File: config.mk
export PLATFORM = sky130hd
export DESIGN_NAME = rlpc_top
export DESIGN_NICKNAME = d
export VERILOG_FILES = /design/src/rlpc_pkg.sv /design/src/rlpc_stab_counter.sv /design/src/rlpc_top.sv
export SDC_FILE = /design/constraint.sdc
export NUM_CORES = 1
export LEC_CHECK = 0
export ABC_AREA = 1
export BUFFER_PORTS_ARGS = -buffer_cell sky130_fd_sc_hd__clkbuf_2
export CAP_MARGIN = 20
export CORE_ASPECT_RATIO = 0.5
export CORE_MARGIN = 5
export CORE_UTILIZATION = 40
export DETAILED_ROUTE_END_ITERATION = 10
export MAX_ROUTING_LAYER = met4
export PLACE_DENSITY = 0.75
export SLEW_MARGIN = 20
export SYNTH_ARGS = -nofsm -noshare
export SYNTH_HDL_FRONTEND = slang
export SYNTH_SLANG_ARGS = --single-unit
export TNS_END_PERCENT = 100
File: constraint.sdc
create_clock -name clk -period 2.08 [get_ports clk]
set_input_delay 0.312 -clock clk [delete_from_list [all_inputs] [get_ports clk]]
set_output_delay 0.312 -clock clk [all_outputs]
set_load 0.05 [all_outputs]
File: src/rlpc_pkg.sv
// package: constants for the reset and low-power controller
package rlpc_pkg;
    // register byte offsets on the apb bus
    localparam logic [7:0] RLPC_OFS_CTRL = 8'h00;
    localparam logic [7:0] RLPC_OFS_SERVICE = 8'h04;
    localparam logic [7:0] RLPC_OFS_STATUS = 8'h08;
    localparam logic [7:0] RLPC_OFS_CAUSE = 8'h0C;
    // ctrl fields and reset value
    localparam int RLPC_CTRL_WDEN_BIT = 0;
    localparam logic [31:0] RLPC_CTRL_RESET = 32'h0000_0000;
    // watchdog service sequence: first key then second key
    localparam logic [7:0] RLPC_WD_KEY1 = 8'h55;
    localparam logic [7:0] RLPC_WD_KEY2 = 8'hAA;
    // watchdog timeout in sub oscillator ticks
    localparam logic [15:0] RLPC_WD_TIMEOUT_TICKS = 16'h1000;
    // status fields
    localparam int RLPC_ST_SELFCHECK_BIT = 0;
    localparam int RLPC_ST_LP_LSB = 1;
    localparam int RLPC_ST_STAB_BIT = 3;
    // cause fields (write one to clear)
    localparam int RLPC_CA_EXT_BIT = 0;
    localparam int RLPC_CA_POR_BIT = 1;
    localparam int RLPC_CA_WD_BIT = 2;
    localparam int RLPC_CA_ILL_BIT = 3;
    // oscillator stabilization delay in main oscillator cycles
    localparam int unsigned RLPC_STAB_CYCLES = 8192;
    localparam int RLPC_STAB_W = 16;
    // minimum length of a reset caused by a one-cycle internal event
    localparam logic [2:0] RLPC_INT_RST_CYCLES = 3'h4;
    // address map used by the illegal-fetch and test-rom fetch checks
    localparam logic [15:0] RLPC_IO_END = 16'h003F;
    localparam logic [15:0] RLPC_RAM_START = 16'h0040;
    localparam logic [15:0] RLPC_RAM_END = 16'h023F;
    localparam logic [15:0] RLPC_ROM_START = 16'h1000;
    localparam logic [15:0] RLPC_ROM_END = 16'hFFFF;
    localparam logic [15:0] RLPC_TEST_START = 16'hFE00;
    localparam logic [15:0] RLPC_TEST_END = 16'hFFDF;

    typedef enum logic [1:0] {
        RLPC_RUN,
        RLPC_WAIT,
        RLPC_STOP,
        RLPC_STAB
    } rlpc_lp_t;
endpackage : rlpc_pkg

File: src/rlpc_stab_counter.sv
// oscillator stabilization delay counter
`timescale 1ns/1ps
`default_nettype none
module rlpc_stab_counter #(
    parameter int unsigned CYCLES = rlpc_pkg::RLPC_STAB_CYCLES
) (
    input wire logic clk,
    input wire logic rstn,
    input wire logic start,
    output logic busy
);
    import rlpc_pkg::*;

    logic [RLPC_STAB_W-1:0] count_reg;
    logic [RLPC_STAB_W-1:0] count_next;
    logic busy_reg;
    logic busy_next;
    localparam logic [RLPC_STAB_W-1:0] LAST = RLPC_STAB_W'(CYCLES - 1);

    always_comb begin
        count_next = count_reg;
        busy_next = busy_reg;
        if (start) begin
            count_next = '0;
            busy_next = 1'b1;
        end else if (busy_reg) begin
            if (count_reg == LAST) begin
                busy_next = 1'b0;
            end else begin
                count_next = count_reg + 1'b1;
            end
        end
    end

    // power-up counts from reset release, so busy starts high
    always_ff @(posedge clk or negedge rstn) begin
        if (!rstn) begin
            count_reg <= '0;
            busy_reg <= 1'b1;
        end else begin
            count_reg <= count_next;
            busy_reg <= busy_next;
        end
    end

    assign busy = busy_reg;
endmodule : rlpc_stab_counter
`default_nettype wire

File: src/rlpc_top.sv
// reset merge, mode latch, watchdog and stop/wait sequencing with apb registers
//
// Overview of operation
// [RULE1] four reset sources are ORed into one latch, registered on the bus clock
// [RULE2] the synchronous reset drives both the peripheral and core reset outputs
// [RULE3] a low external reset pin holds reset until the pin is high again
// [RULE4] power-on holds reset for the oscillator stabilization count
// [RULE5] after the power-on delay, reset stays while any other source is active
// [RULE6] an enabled watchdog not serviced before timeout raises an internal reset
// [RULE7] opcode fetches from unused or i/o addresses raise an illegal-address reset
// [RULE8] illegal-address reset keeps the current operating mode, pins not resampled
// [RULE9] mode is latched at external reset rise: bit7 low, bit6 high, test vpp
// [RULE10] self-check mode runs the test program at FE00 through FFDF
// [RULE11] stop turns the main oscillator off; sub oscillator watchdog keeps counting
// [RULE12] stop entry clears the timer prescaler and removes and disables timer irqs
// [RULE13] stop entry clears the interrupt mask; everything else is left alone
// [RULE14] stop ends only on reset or the five listed wake-up interrupts
// [RULE15] wait halts the processor only; any interrupt or reset ends it
// [RULE16] wait entry clears the interrupt mask; everything else is left alone
// [RULE17] software must leave wait and service the watchdog before timeout
// [RULE18] stop wake-up restarts the oscillator and waits the stabilization count
`timescale 1ns/1ps
`default_nettype none
module rlpc_top #(
    parameter int unsigned STAB_CYCLES = rlpc_pkg::RLPC_STAB_CYCLES
) (
    input wire logic clk,
    input wire logic rstn,
    input wire logic psel,
    input wire logic penable,
    input wire logic pwrite,
    input wire logic [7:0] paddr,
    input wire logic [31:0] pwdata,
    output logic pready,
    output logic [31:0] prdata,
    output logic pslverr,
    input wire logic externalResetN,
    input wire logic portCBit7,
    input wire logic portCBit6,
    input wire logic vppTestLevel,
    input wire logic opcodeFetch,
    input wire logic [15:0] fetchAddr,
    input wire logic subOscTick,
    input wire logic stopInstr,
    input wire logic waitInstr,
    input wire logic externalInterrupt1,
    input wire logic externalInterrupt2,
    input wire logic keyWakeupInterrupt,
    input wire logic pdWakeupInterrupt,
    input wire logic rtcInterrupt,
    input wire logic anyInterrupt,
    output logic peripheralReset,
    output logic coreReset,
    output logic selfCheckMode,
    output logic testRomFetch,
    output logic mainOscillatorEnable,
    output logic cpuHalt,
    output logic timerHalt,
    output logic clearIntMask,
    output logic clearTimerPrescaler,
    output logic timerIrqDisable
);
    import rlpc_pkg::*;

    function automatic logic isIllegal(input logic [15:0] a);
        logic ok;
        ok = (a >= RLPC_RAM_START && a <= RLPC_RAM_END) || (a >= RLPC_ROM_START && a <= RLPC_ROM_END);
        isIllegal = !ok || (a <= RLPC_IO_END);
    endfunction : isIllegal

    function automatic logic inTestRom(input logic [15:0] a);
        inTestRom = (a >= RLPC_TEST_START) && (a <= RLPC_TEST_END);
    endfunction : inTestRom

    ////////////////////////////////////////////////////////////////////////////
    // state declarations
    logic resetLatch_reg, resetLatch_next;
    logic syncReset_reg, syncReset_next;
    logic [2:0] stretch_reg, stretch_next;
    logic extPinPrev_reg, extPinPrev_next;
    logic selfCheck_reg, selfCheck_next;
    logic testFetch_reg, testFetch_next;
    logic wdEnable_reg, wdEnable_next;
    logic wdKeyArmed_reg, wdKeyArmed_next;
    logic [15:0] wdCount_reg, wdCount_next;
    logic wdFire_reg, wdFire_next;
    logic [3:0] cause_reg, cause_next;
    rlpc_lp_t lp_reg, lp_next;
    logic oscEn_reg, oscEn_next;
    logic cpuHalt_reg, cpuHalt_next;
    logic timerHalt_reg, timerHalt_next;
    logic clrMask_reg, clrMask_next;
    logic clrPresc_reg, clrPresc_next;
    logic tmrDis_reg, tmrDis_next;
    logic stabStart_reg, stabStart_next;
    logic pready_reg, pready_next;
    logic [31:0] prdata_reg, prdata_next;
    logic pslverr_reg, pslverr_next;
    logic porBusy_reg, porBusy_next;
    logic stabBusy;
    logic illegalFetch;
    logic wrDone;
    logic stopWake;

    rlpc_stab_counter #(
        .CYCLES(STAB_CYCLES)
    ) u_stab (
        .clk(clk),
        .rstn(rstn),
        .start(stabStart_reg),
        .busy(stabBusy)
    );

    assign illegalFetch = opcodeFetch && !syncReset_reg && isIllegal(fetchAddr); // RULE7
    assign wrDone = psel && penable && pready_reg && pwrite;
    assign stopWake = externalInterrupt1 || externalInterrupt2 || keyWakeupInterrupt
        || pdWakeupInterrupt || rtcInterrupt; // RULE14

    ////////////////////////////////////////////////////////////////////////////
    // reset merge
    always_comb begin
        stretch_next = stretch_reg;
        if (illegalFetch || wdFire_reg) begin
            stretch_next = RLPC_INT_RST_CYCLES;
        end else if (stretch_reg != 3'h0) begin
            stretch_next = stretch_reg - 3'h1;
        end
        porBusy_next = porBusy_reg && stabBusy;
        // any source sets the latch; it drops only when every source is gone
        resetLatch_next = !externalResetN || porBusy_next || (stretch_next != 3'h0); // RULE1 RULE3 RULE4 RULE5
        syncReset_next = resetLatch_reg; // RULE1
    end

    always_ff @(posedge clk or negedge rstn) begin
        if (!rstn) begin
            stretch_reg <= 3'h0;
            porBusy_reg <= 1'b1;
            resetLatch_reg <= 1'b1;
            syncReset_reg <= 1'b1;
        end else begin
            stretch_reg <= stretch_next;
            porBusy_reg <= porBusy_next;
            resetLatch_reg <= resetLatch_next;
            syncReset_reg <= syncReset_next;
        end
    end

    ////////////////////////////////////////////////////////////////////////////
    // operating mode latch
    always_comb begin
        extPinPrev_next = externalResetN;
        selfCheck_next = selfCheck_reg;
        // only the pin's rising edge samples, so internal resets keep the mode
        if (externalResetN && !extPinPrev_reg) begin // RULE8
            selfCheck_next = !portCBit7 && portCBit6 && vppTestLevel; // RULE9
        end
        testFetch_next = selfCheck_reg && opcodeFetch && inTestRom(fetchAddr); // RULE10
    end

    always_ff @(posedge clk or negedge rstn) begin
        if (!rstn) begin
            extPinPrev_reg <= 1'b0;
            selfCheck_reg <= 1'b0;
            testFetch_reg <= 1'b0;
        end else begin
            extPinPrev_reg <= extPinPrev_next;
            selfCheck_reg <= selfCheck_next;
            testFetch_reg <= testFetch_next;
        end
    end

    ////////////////////////////////////////////////////////////////////////////
    // watchdog and cause flags
    always_comb begin
        wdEnable_next = wdEnable_reg;
        wdKeyArmed_next = wdKeyArmed_reg;
        wdCount_next = wdCount_reg;
        wdFire_next = 1'b0;
        cause_next = cause_reg;
        if (wrDone && paddr == RLPC_OFS_CTRL) begin
            wdEnable_next = pwdata[RLPC_CTRL_WDEN_BIT];
        end
        if (wrDone && paddr == RLPC_OFS_SERVICE) begin
            if (pwdata[7:0] == RLPC_WD_KEY1) begin
                wdKeyArmed_next = 1'b1;
            end else if (pwdata[7:0] == RLPC_WD_KEY2 && wdKeyArmed_reg) begin
                wdKeyArmed_next = 1'b0;
                wdCount_next = 16'h0000;
            end else begin
                wdKeyArmed_next = 1'b0;
            end
        end
        // sub oscillator ticks continue through stop and wait
        if (wdEnable_reg && subOscTick) begin // RULE11 RULE17
            if (wdCount_reg == RLPC_WD_TIMEOUT_TICKS - 16'h1) begin
                wdFire_next = 1'b1; // RULE6
                wdCount_next = 16'h0000;
            end else begin
                wdCount_next = wdCount_reg + 16'h1;
            end
        end
        if (syncReset_reg) begin
            wdEnable_next = RLPC_CTRL_RESET[RLPC_CTRL_WDEN_BIT];
            wdKeyArmed_next = 1'b0;
            wdCount_next = 16'h0000;
            wdFire_next = 1'b0;
        end
        if (wrDone && paddr == RLPC_OFS_CAUSE) begin
            cause_next = cause_reg & ~pwdata[3:0];
        end
        // set wins over a clear in the same cycle
        if (!externalResetN) cause_next[RLPC_CA_EXT_BIT] = 1'b1;
        if (wdFire_reg) cause_next[RLPC_CA_WD_BIT] = 1'b1;
        if (illegalFetch) cause_next[RLPC_CA_ILL_BIT] = 1'b1;
    end

    always_ff @(posedge clk or negedge rstn) begin
        if (!rstn) begin
            wdEnable_reg <= 1'b0;
            wdKeyArmed_reg <= 1'b0;
            wdCount_reg <= 16'h0000;
            wdFire_reg <= 1'b0;
            cause_reg <= 4'h2;
        end else begin
            wdEnable_reg <= wdEnable_next;
            wdKeyArmed_reg <= wdKeyArmed_next;
            wdCount_reg <= wdCount_next;
            wdFire_reg <= wdFire_next;
            cause_reg <= cause_next;
        end
    end

    ////////////////////////////////////////////////////////////////////////////
    // stop and wait sequencing
    always_comb begin
        lp_next = lp_reg;
        clrMask_next = 1'b0;
        clrPresc_next = 1'b0;
        tmrDis_next = 1'b0;
        stabStart_next = 1'b0;
        unique case (lp_reg)
            RLPC_RUN: begin
                if (!syncReset_reg && stopInstr) begin
                    lp_next = RLPC_STOP;
                    clrPresc_next = 1'b1; // RULE12
                    tmrDis_next = 1'b1; // RULE12
                    clrMask_next = 1'b1; // RULE13
                end else if (!syncReset_reg && waitInstr) begin
                    lp_next = RLPC_WAIT;
                    clrMask_next = 1'b1; // RULE16
                end
            end
            RLPC_WAIT: begin
                if (anyInterrupt || syncReset_reg) begin // RULE15
                    lp_next = RLPC_RUN;
                end
            end
            RLPC_STOP: begin
                // oscillator must settle again before the core resumes
                if (stopWake || syncReset_reg) begin // RULE14
                    lp_next = RLPC_STAB;
                    stabStart_next = 1'b1; // RULE18
                end
            end
            RLPC_STAB: begin
                if (!stabStart_reg && !stabBusy) begin // RULE18
                    lp_next = RLPC_RUN;
                end
            end
        endcase
        oscEn_next = (lp_next != RLPC_STOP); // RULE11
        cpuHalt_next = (lp_next != RLPC_RUN); // RULE15
        timerHalt_next = (lp_next == RLPC_STOP) || (lp_next == RLPC_STAB); // RULE11
    end

    always_ff @(posedge clk or negedge rstn) begin
        if (!rstn) begin
            lp_reg <= RLPC_RUN;
            oscEn_reg <= 1'b1;
            cpuHalt_reg <= 1'b0;
            timerHalt_reg <= 1'b0;
            clrMask_reg <= 1'b0;
            clrPresc_reg <= 1'b0;
            tmrDis_reg <= 1'b0;
            stabStart_reg <= 1'b0;
        end else begin
            lp_reg <= lp_next;
            oscEn_reg <= oscEn_next;
            cpuHalt_reg <= cpuHalt_next;
            timerHalt_reg <= timerHalt_next;
            clrMask_reg <= clrMask_next;
            clrPresc_reg <= clrPresc_next;
            tmrDis_reg <= tmrDis_next;
            stabStart_reg <= stabStart_next;
        end
    end

    ////////////////////////////////////////////////////////////////////////////
    // apb slave: one wait state, answer registered
    always_comb begin
        pready_next = 1'b0;
        prdata_next = prdata_reg;
        pslverr_next = 1'b0;
        if (psel && penable && !pready_reg) begin
            pready_next = 1'b1;
            prdata_next = 32'h0000_0000;
            unique case (paddr)
                RLPC_OFS_CTRL: prdata_next[RLPC_CTRL_WDEN_BIT] = wdEnable_reg;
                RLPC_OFS_SERVICE: prdata_next = 32'h0000_0000;
                RLPC_OFS_STATUS: begin
                    prdata_next[RLPC_ST_SELFCHECK_BIT] = selfCheck_reg;
                    prdata_next[RLPC_ST_LP_LSB +: 2] = lp_reg;
                    prdata_next[RLPC_ST_STAB_BIT] = stabBusy;
                end
                RLPC_OFS_CAUSE: prdata_next[3:0] = cause_reg;
                default: pslverr_next = 1'b1;
            endcase
        end
    end

    always_ff @(posedge clk or negedge rstn) begin
        if (!rstn) begin
            pready_reg <= 1'b0;
            prdata_reg <= 32'h0000_0000;
            pslverr_reg <= 1'b0;
        end else begin
            pready_reg <= pready_next;
            prdata_reg <= prdata_next;
            pslverr_reg <= pslverr_next;
        end
    end

    ////////////////////////////////////////////////////////////////////////////
    // outputs
    assign pready = pready_reg;
    assign prdata = prdata_reg;
    assign pslverr = pslverr_reg;
    assign peripheralReset = syncReset_reg; // RULE2
    assign coreReset = syncReset_reg; // RULE2
    assign selfCheckMode = selfCheck_reg;
    assign testRomFetch = testFetch_reg;
    assign mainOscillatorEnable = oscEn_reg;
    assign cpuHalt = cpuHalt_reg;
    assign timerHalt = timerHalt_reg;
    assign clearIntMask = clrMask_reg;
    assign clearTimerPrescaler = clrPresc_reg;
    assign timerIrqDisable = tmrDis_reg;
endmodule : rlpc_top
`default_nettype wire

* After elaboration in Yosys (flattened, before gate mapping)
Cells that the tools add are included.
Cells by class: shift operators 0, $lt $le $gt $ge 7, div/mod/pow operators 0, multiplexer cells 44, $add $sub $neg 3, $mul 0, reduce and logical (&&, ||, !) cells 58, bitwise gates (word level) 2, eq/ne operators 16
Operators by type and width (count):
- 16-bit 2-to-1 mux | 9
- 16-bit by 1-bit adder with 16-bit output (second input constant) | 2
- 16-bit less-or-equal comparator (second input constant) | 2
- 1-bit 2-to-1 mux | 24
- 1-bit logical AND | 23
- 16-bit by 12-bit equality test with 1-bit output (second input constant) | 1
- 16-bit by 13-bit equality test with 1-bit output (second input constant) | 1
- 8-bit by 4-bit equality test with 1-bit output (second input constant) | 2
- 16-bit by 13-bit >= comparator with 1-bit output (second input constant) | 1
- 16-bit >= comparator (second input constant) | 1
- 16-bit by 7-bit >= comparator with 1-bit output (second input constant) | 1
- 16-bit by 10-bit less-or-equal comparator with 1-bit output (second input constant) | 1
- 16-bit by 6-bit less-or-equal comparator with 1-bit output (second input constant) | 1
- 1-bit logical OR | 12
- 2-bit nonzero test | 6
- 3-bit nonzero test | 4
- 2-bit 2-to-1 mux | 5
- 2-bit equality test (second input constant) | 4
- 8-bit by 3-bit equality test with 1-bit output (second input constant) | 1
- 8-bit by 7-bit equality test with 1-bit output (second input constant) | 1
- 8-bit equality test (second input constant) | 1
- 1-bit zero test | 8
- 8-bit zero test | 1
- 2-bit case mux with 4 select lines | 1
- other kinds (15) | 17
Storage, ports and cells: input bits 75, register bits 63, bits in read-only memories 0, logic and storage cells 157, output and inout bits 44, memories kept 0, bits in latches 0, RAM bits 0

* Logic depth before layout (Yosys ltp)
depth after elaboration 10, gate-level depth with buffers 10, gate-level depth less buffers 10

* Modules after synthesis
Synthesis repeated with hierarchy kept, for this count alone.
Unflattened totals: cell total of the unflattened synthesis 524, area total of the unflattened synthesis 3956.3 um^2
Modules (own cells, without submodules):
- rlpc_top | cells an instance 370, times used 1, sequential area each 1132.3 um^2, area each 2846.5 um^2
- rlpc_stab_counter | cells an instance 154, times used 1, sequential area each 426.7 um^2, area each 1109.8 um^2

* Least setup slack after synthesis
Ideal clock, no wire load.
path kind reg2reg, from register syncReset_reg, in the netlist coreReset, to register wdCount_reg[10], buffers on the path 2, data arrival time 1.456 ns, required time 1.953 ns, setup time 0.127 ns, path slack 0.498 ns, period minus slack after synthesis 1.582 ns, cell stages (with the launch flop) 6, cell sequence dfstp_2 > clkbuf_1 > inv_1 > buf_1 > nand4_1 > o21ai_0
On the way: cells in the longest elaborated chain, start to end 2, elaborated cells between the ends (all ways) 5, those cells by class eq/ne (1); mux (1); reduce/logical (3)
RTL lines:
- start, declared | RTL line rlpc_top.sv:78 | logic syncReset_reg, syncReset_next;
- start signal, assigned | RTL line rlpc_top.sv:144 | syncReset_reg <= syncReset_next;
- 3-bit by 2-bit != test with 1-bit output (no line) / 3-bit nonzero test (equally long branches)
- 3-bit AND reduction (no line)
- end signal, assigned | RTL line rlpc_top.sv:227 | wdCount_reg <= wdCount_next;
- end, declared | RTL line rlpc_top.sv:85 | logic [15:0] wdCount_reg, wdCount_next;
Several ways; a longest one is shown, not always the timed one. A chain may end at the register's enable or synchronous reset.

* Worst setup path in the final report
from register u_stab.count_reg[0], to register u_stab.count_reg[4]
On the way: cells in the longest elaborated chain, start to end 4, elaborated cells between the ends (all ways) 7, those cells by class add/sub (1); eq/ne (2); mux (3); reduce/logical (1)
RTL lines:
- start, declared | RTL line rlpc_stab_counter.sv:14 | logic [RLPC_STAB_W-1:0] count_reg;
- start signal, assigned | RTL line rlpc_stab_counter.sv:41 | count_reg <= count_next;
- 16-bit by 1-bit adder with 16-bit output | RTL line rlpc_stab_counter.sv:30 | count_next = count_reg + 1'b1;
- 16-bit 2-to-1 mux | RTL line rlpc_stab_counter.sv:27 | if (count_reg == LAST) begin
- 16-bit 2-to-1 mux | RTL line rlpc_stab_counter.sv:26 | end else if (busy_reg) begin
- 16-bit 2-to-1 mux | RTL line rlpc_stab_counter.sv:23 | if (start) begin
Several ways; a longest one is shown, not always the timed one. The select of a mux whose other input is x is not followed.

==> results.yml <==
outcome:
  status: "completed"
timing:
  period_share_pct: 85.6
  hold_viol: 0
  final_period_minus_worst_setup_slack_ns: 1.78
  fmax_ghz: 0.561
  rsz0062_at_grt: "no"
  worst_slew_pin_slew_ns: 0.574
  max-slew-margin-rel_pct: 61.7
  clock_skew_ns: 0.00544
  fin_ws_ns: 0.299
  finalSetupTns_ns: 0
  maxSlewViolCount: 0
  setup_viol: 0
synthesis:
  ys_warn_count: 0
  syn_avg_cell_area_um2: 7.24
  synth.distinct_cells: 33
  synth_top_area_cell: "dfrtp_1"
  synth-main-ff-cell: "dfrtp_1"
  ys_seq_area_share_pct: 41.5
  synth.most_common_cell: "nand2_1"
  netlist_top_cells_count: "nand2_1, nor2_1, inv_1"
  netlist_area_um2: 3750
  netlist_instances: 518
  synth_top_cell_area_share_pct: 37.3
  ys_ff_latch: 62
  synth_edf_count: 0
  synthArstFlopShare_pct: 100
  yosys-top-cells-area: "dfrtp_1, nand2_1, nand3_1"
flow_run:
  cap_violations: 0
grt:
  antenna_found_initial: 0
  grt_pass1_wl_um: 14600
  grt_pass1_vias: 3403
  grt_overflow: 0
  track_usage_pct: 15.9
  grt_max_degree: 43
clocking:
  cts.sinks: 62
  cts_buffer_depth: 2
  cts_resized: 0
  cts_setup_buffers: 0
  cts_tree: "done"
  clkTransAtPathRegs_ns: 0.05
  postCtsHoldBufs: 1
  cts_buffers: 9
  clock_latency_ns: 0.33
  cts_max_level: 3
  cts_root_buffer: "clkbuf_16"
power:
  peakVddDrop_uv: 530
  p_total_w: 0.00398
  pwr_density_cell_nw_per_um2: 901
  leakagePower_nw: 2.14
critical_path:
  cp-start-kind: "flop"
  crit_fanout: 22
  endpoint_kind: "flop"
  path_class: "reg2reg"
  r2r_slack_ns: 0.30
  required_ns: 2.30
  arrival_ns: 2.00
layout:
  syn_to_final_growth_pct: 17.8
  regArea_um2: 1560
  layout-drive-gt1-share_pct: 16.4
  multi_input_area_um2: 1810
  nets: 665
  fin_cells: 711
  num-fill-cells: 903
  final_area_um2: 4420
  num_antenna_cells: 0
floorplanning:
  start_util_pct: 40.4
  ioPinCount: 119
  die_w_um: 147
  rows: 25
  die_y_um: 78.5
  core_area_um2: 9290
  dieArea_um2: 11500
drt:
  drtPass1Iterations: 7
  drtAntennaViolNets: 0
  vias_per_cell: 4.84
  first_iter_violations: 217
  finalWirelength_um: 8410
  drc: 0
  routedWlPerCell_um: 11.8
  dr_total_vias: 3444
place:
  place_ws_ns: 0.319
  place_congestion: 0.863
  placed_cells: 694
  dpl_cell_area_um2: 4090
  port_buffers: 61
  dp_hpwl_um: 6260
min_path:
  hold_class: "in2reg"
[layer usage]
layer | up-vias | part of all wire (%) | GRT usage (%)
li1 | 1739 | - | -
met1 | 1593 | 42 | 17.0
met2 | 98 | 51 | 28.5
met3 | 14 | 5.6 | 4.67
met4 | 0 | 1.3 | 5.48
met5 | - | 0 | -
[kinds of logic (layout without fill, tap and decap cells)]
family	count (synthesis)	count (layout)	share of synthesized area, %
AND/OR/NAND/NOR	300	300	34.4
flip-flops	62	62	41.5
buffers and inverters	96	141	13.0
adder cells (fa/ha/maj)	5	5	1.67
XOR/XNOR	11	11	2.57
other	1	28	0.0999
AO/OA/AOI/OAI	43	43	6.67
[final timing paths]
| check | from | depth (start not counted) | end |
|---|---|---|---|
| worst max-delay path | u_stab.count_reg[0]$_DFFE_PN0P_ | 10 | u_stab.count_reg[4]$_DFFE_PN0P_ |
| worst min-delay path | externalResetN | 1 | extPinPrev_reg$_DFF_PN0_ |
| worst max register to register | u_stab.count_reg[0]$_DFFE_PN0P_ | 10 | u_stab.count_reg[4]$_DFFE_PN0P_ |
| worst min register to register | resetLatch_reg$_DFF_PN1_ | 0 | coreReset$_DFF_PN1_ |
| max in group asynchronous | rstn | 3 | resetLatch_reg$_DFF_PN1_ |
| min in group asynchronous | rstn | 2 | u_stab.count_reg[13]$_DFFE_PN0P_ |
[placed cells by master (no fill, tap or decap), drive strengths merged]
cell type	instances
xor2	8
o21ai	31
a21boi	1
nand2	140
dlygate4sd3	1
a21oi	1
nand4	20
nand3	55
o41ai	1
o21bai	4
conb	28
or2	1
nor3	6
ha	5
inv	58
o211a	1
dfstp	6
clkinvlp	2
nor2	74
xnor2	3
a31oi	3
bufinv	2
buf	4
o31ai	1
dfrtp	56
nand3b	2
nor4	2
clkbuf	71
clkinv	3
[worst max-delay path, cell delays in order (launching register included)]
cell and delay, ns:
dfrtp_1 0.41, ha_1 0.22, nand2_1 0.09, nor2_2 0.20, nand2_1 0.10, inv_1 0.09, nand3_2 0.08, nand2_4 0.19
inv_1 0.15, nand2_1 0.09, nand2_1 0.05
[power by group]
group	internal (W)	leakage (nW)	total (W)	switching [W]
sequential	0.00135	0.796	0.00148	0.000130
clock	0.00108	0.154	0.00162	0.000541
combinational	0.000272	1.19	0.000885	0.000613
[per-stage QoR]
step / utilization (%) / hold WS, ns
after floorplan: - / 0.0164
after global placement: 44.0 / 0.327
after detailed placement: 44.0 / 0.332
after CTS: 47.6 / 0.128
after global routing: 47.6 / 0.128
final: 47.6 / 0.142
[final cells by class]
type / count / share of cell area, %
clock buffer: 10 / 5.41
clock inverter: 6 / 1.92
inverter: 59 / 5.01
multi-input combinational: 387 / 40.9
sequential: 62 / 35.3
tap: 121 / 3.42
timing repair buffer: 66 / 8.10
(Power assumes the default switching activity.)
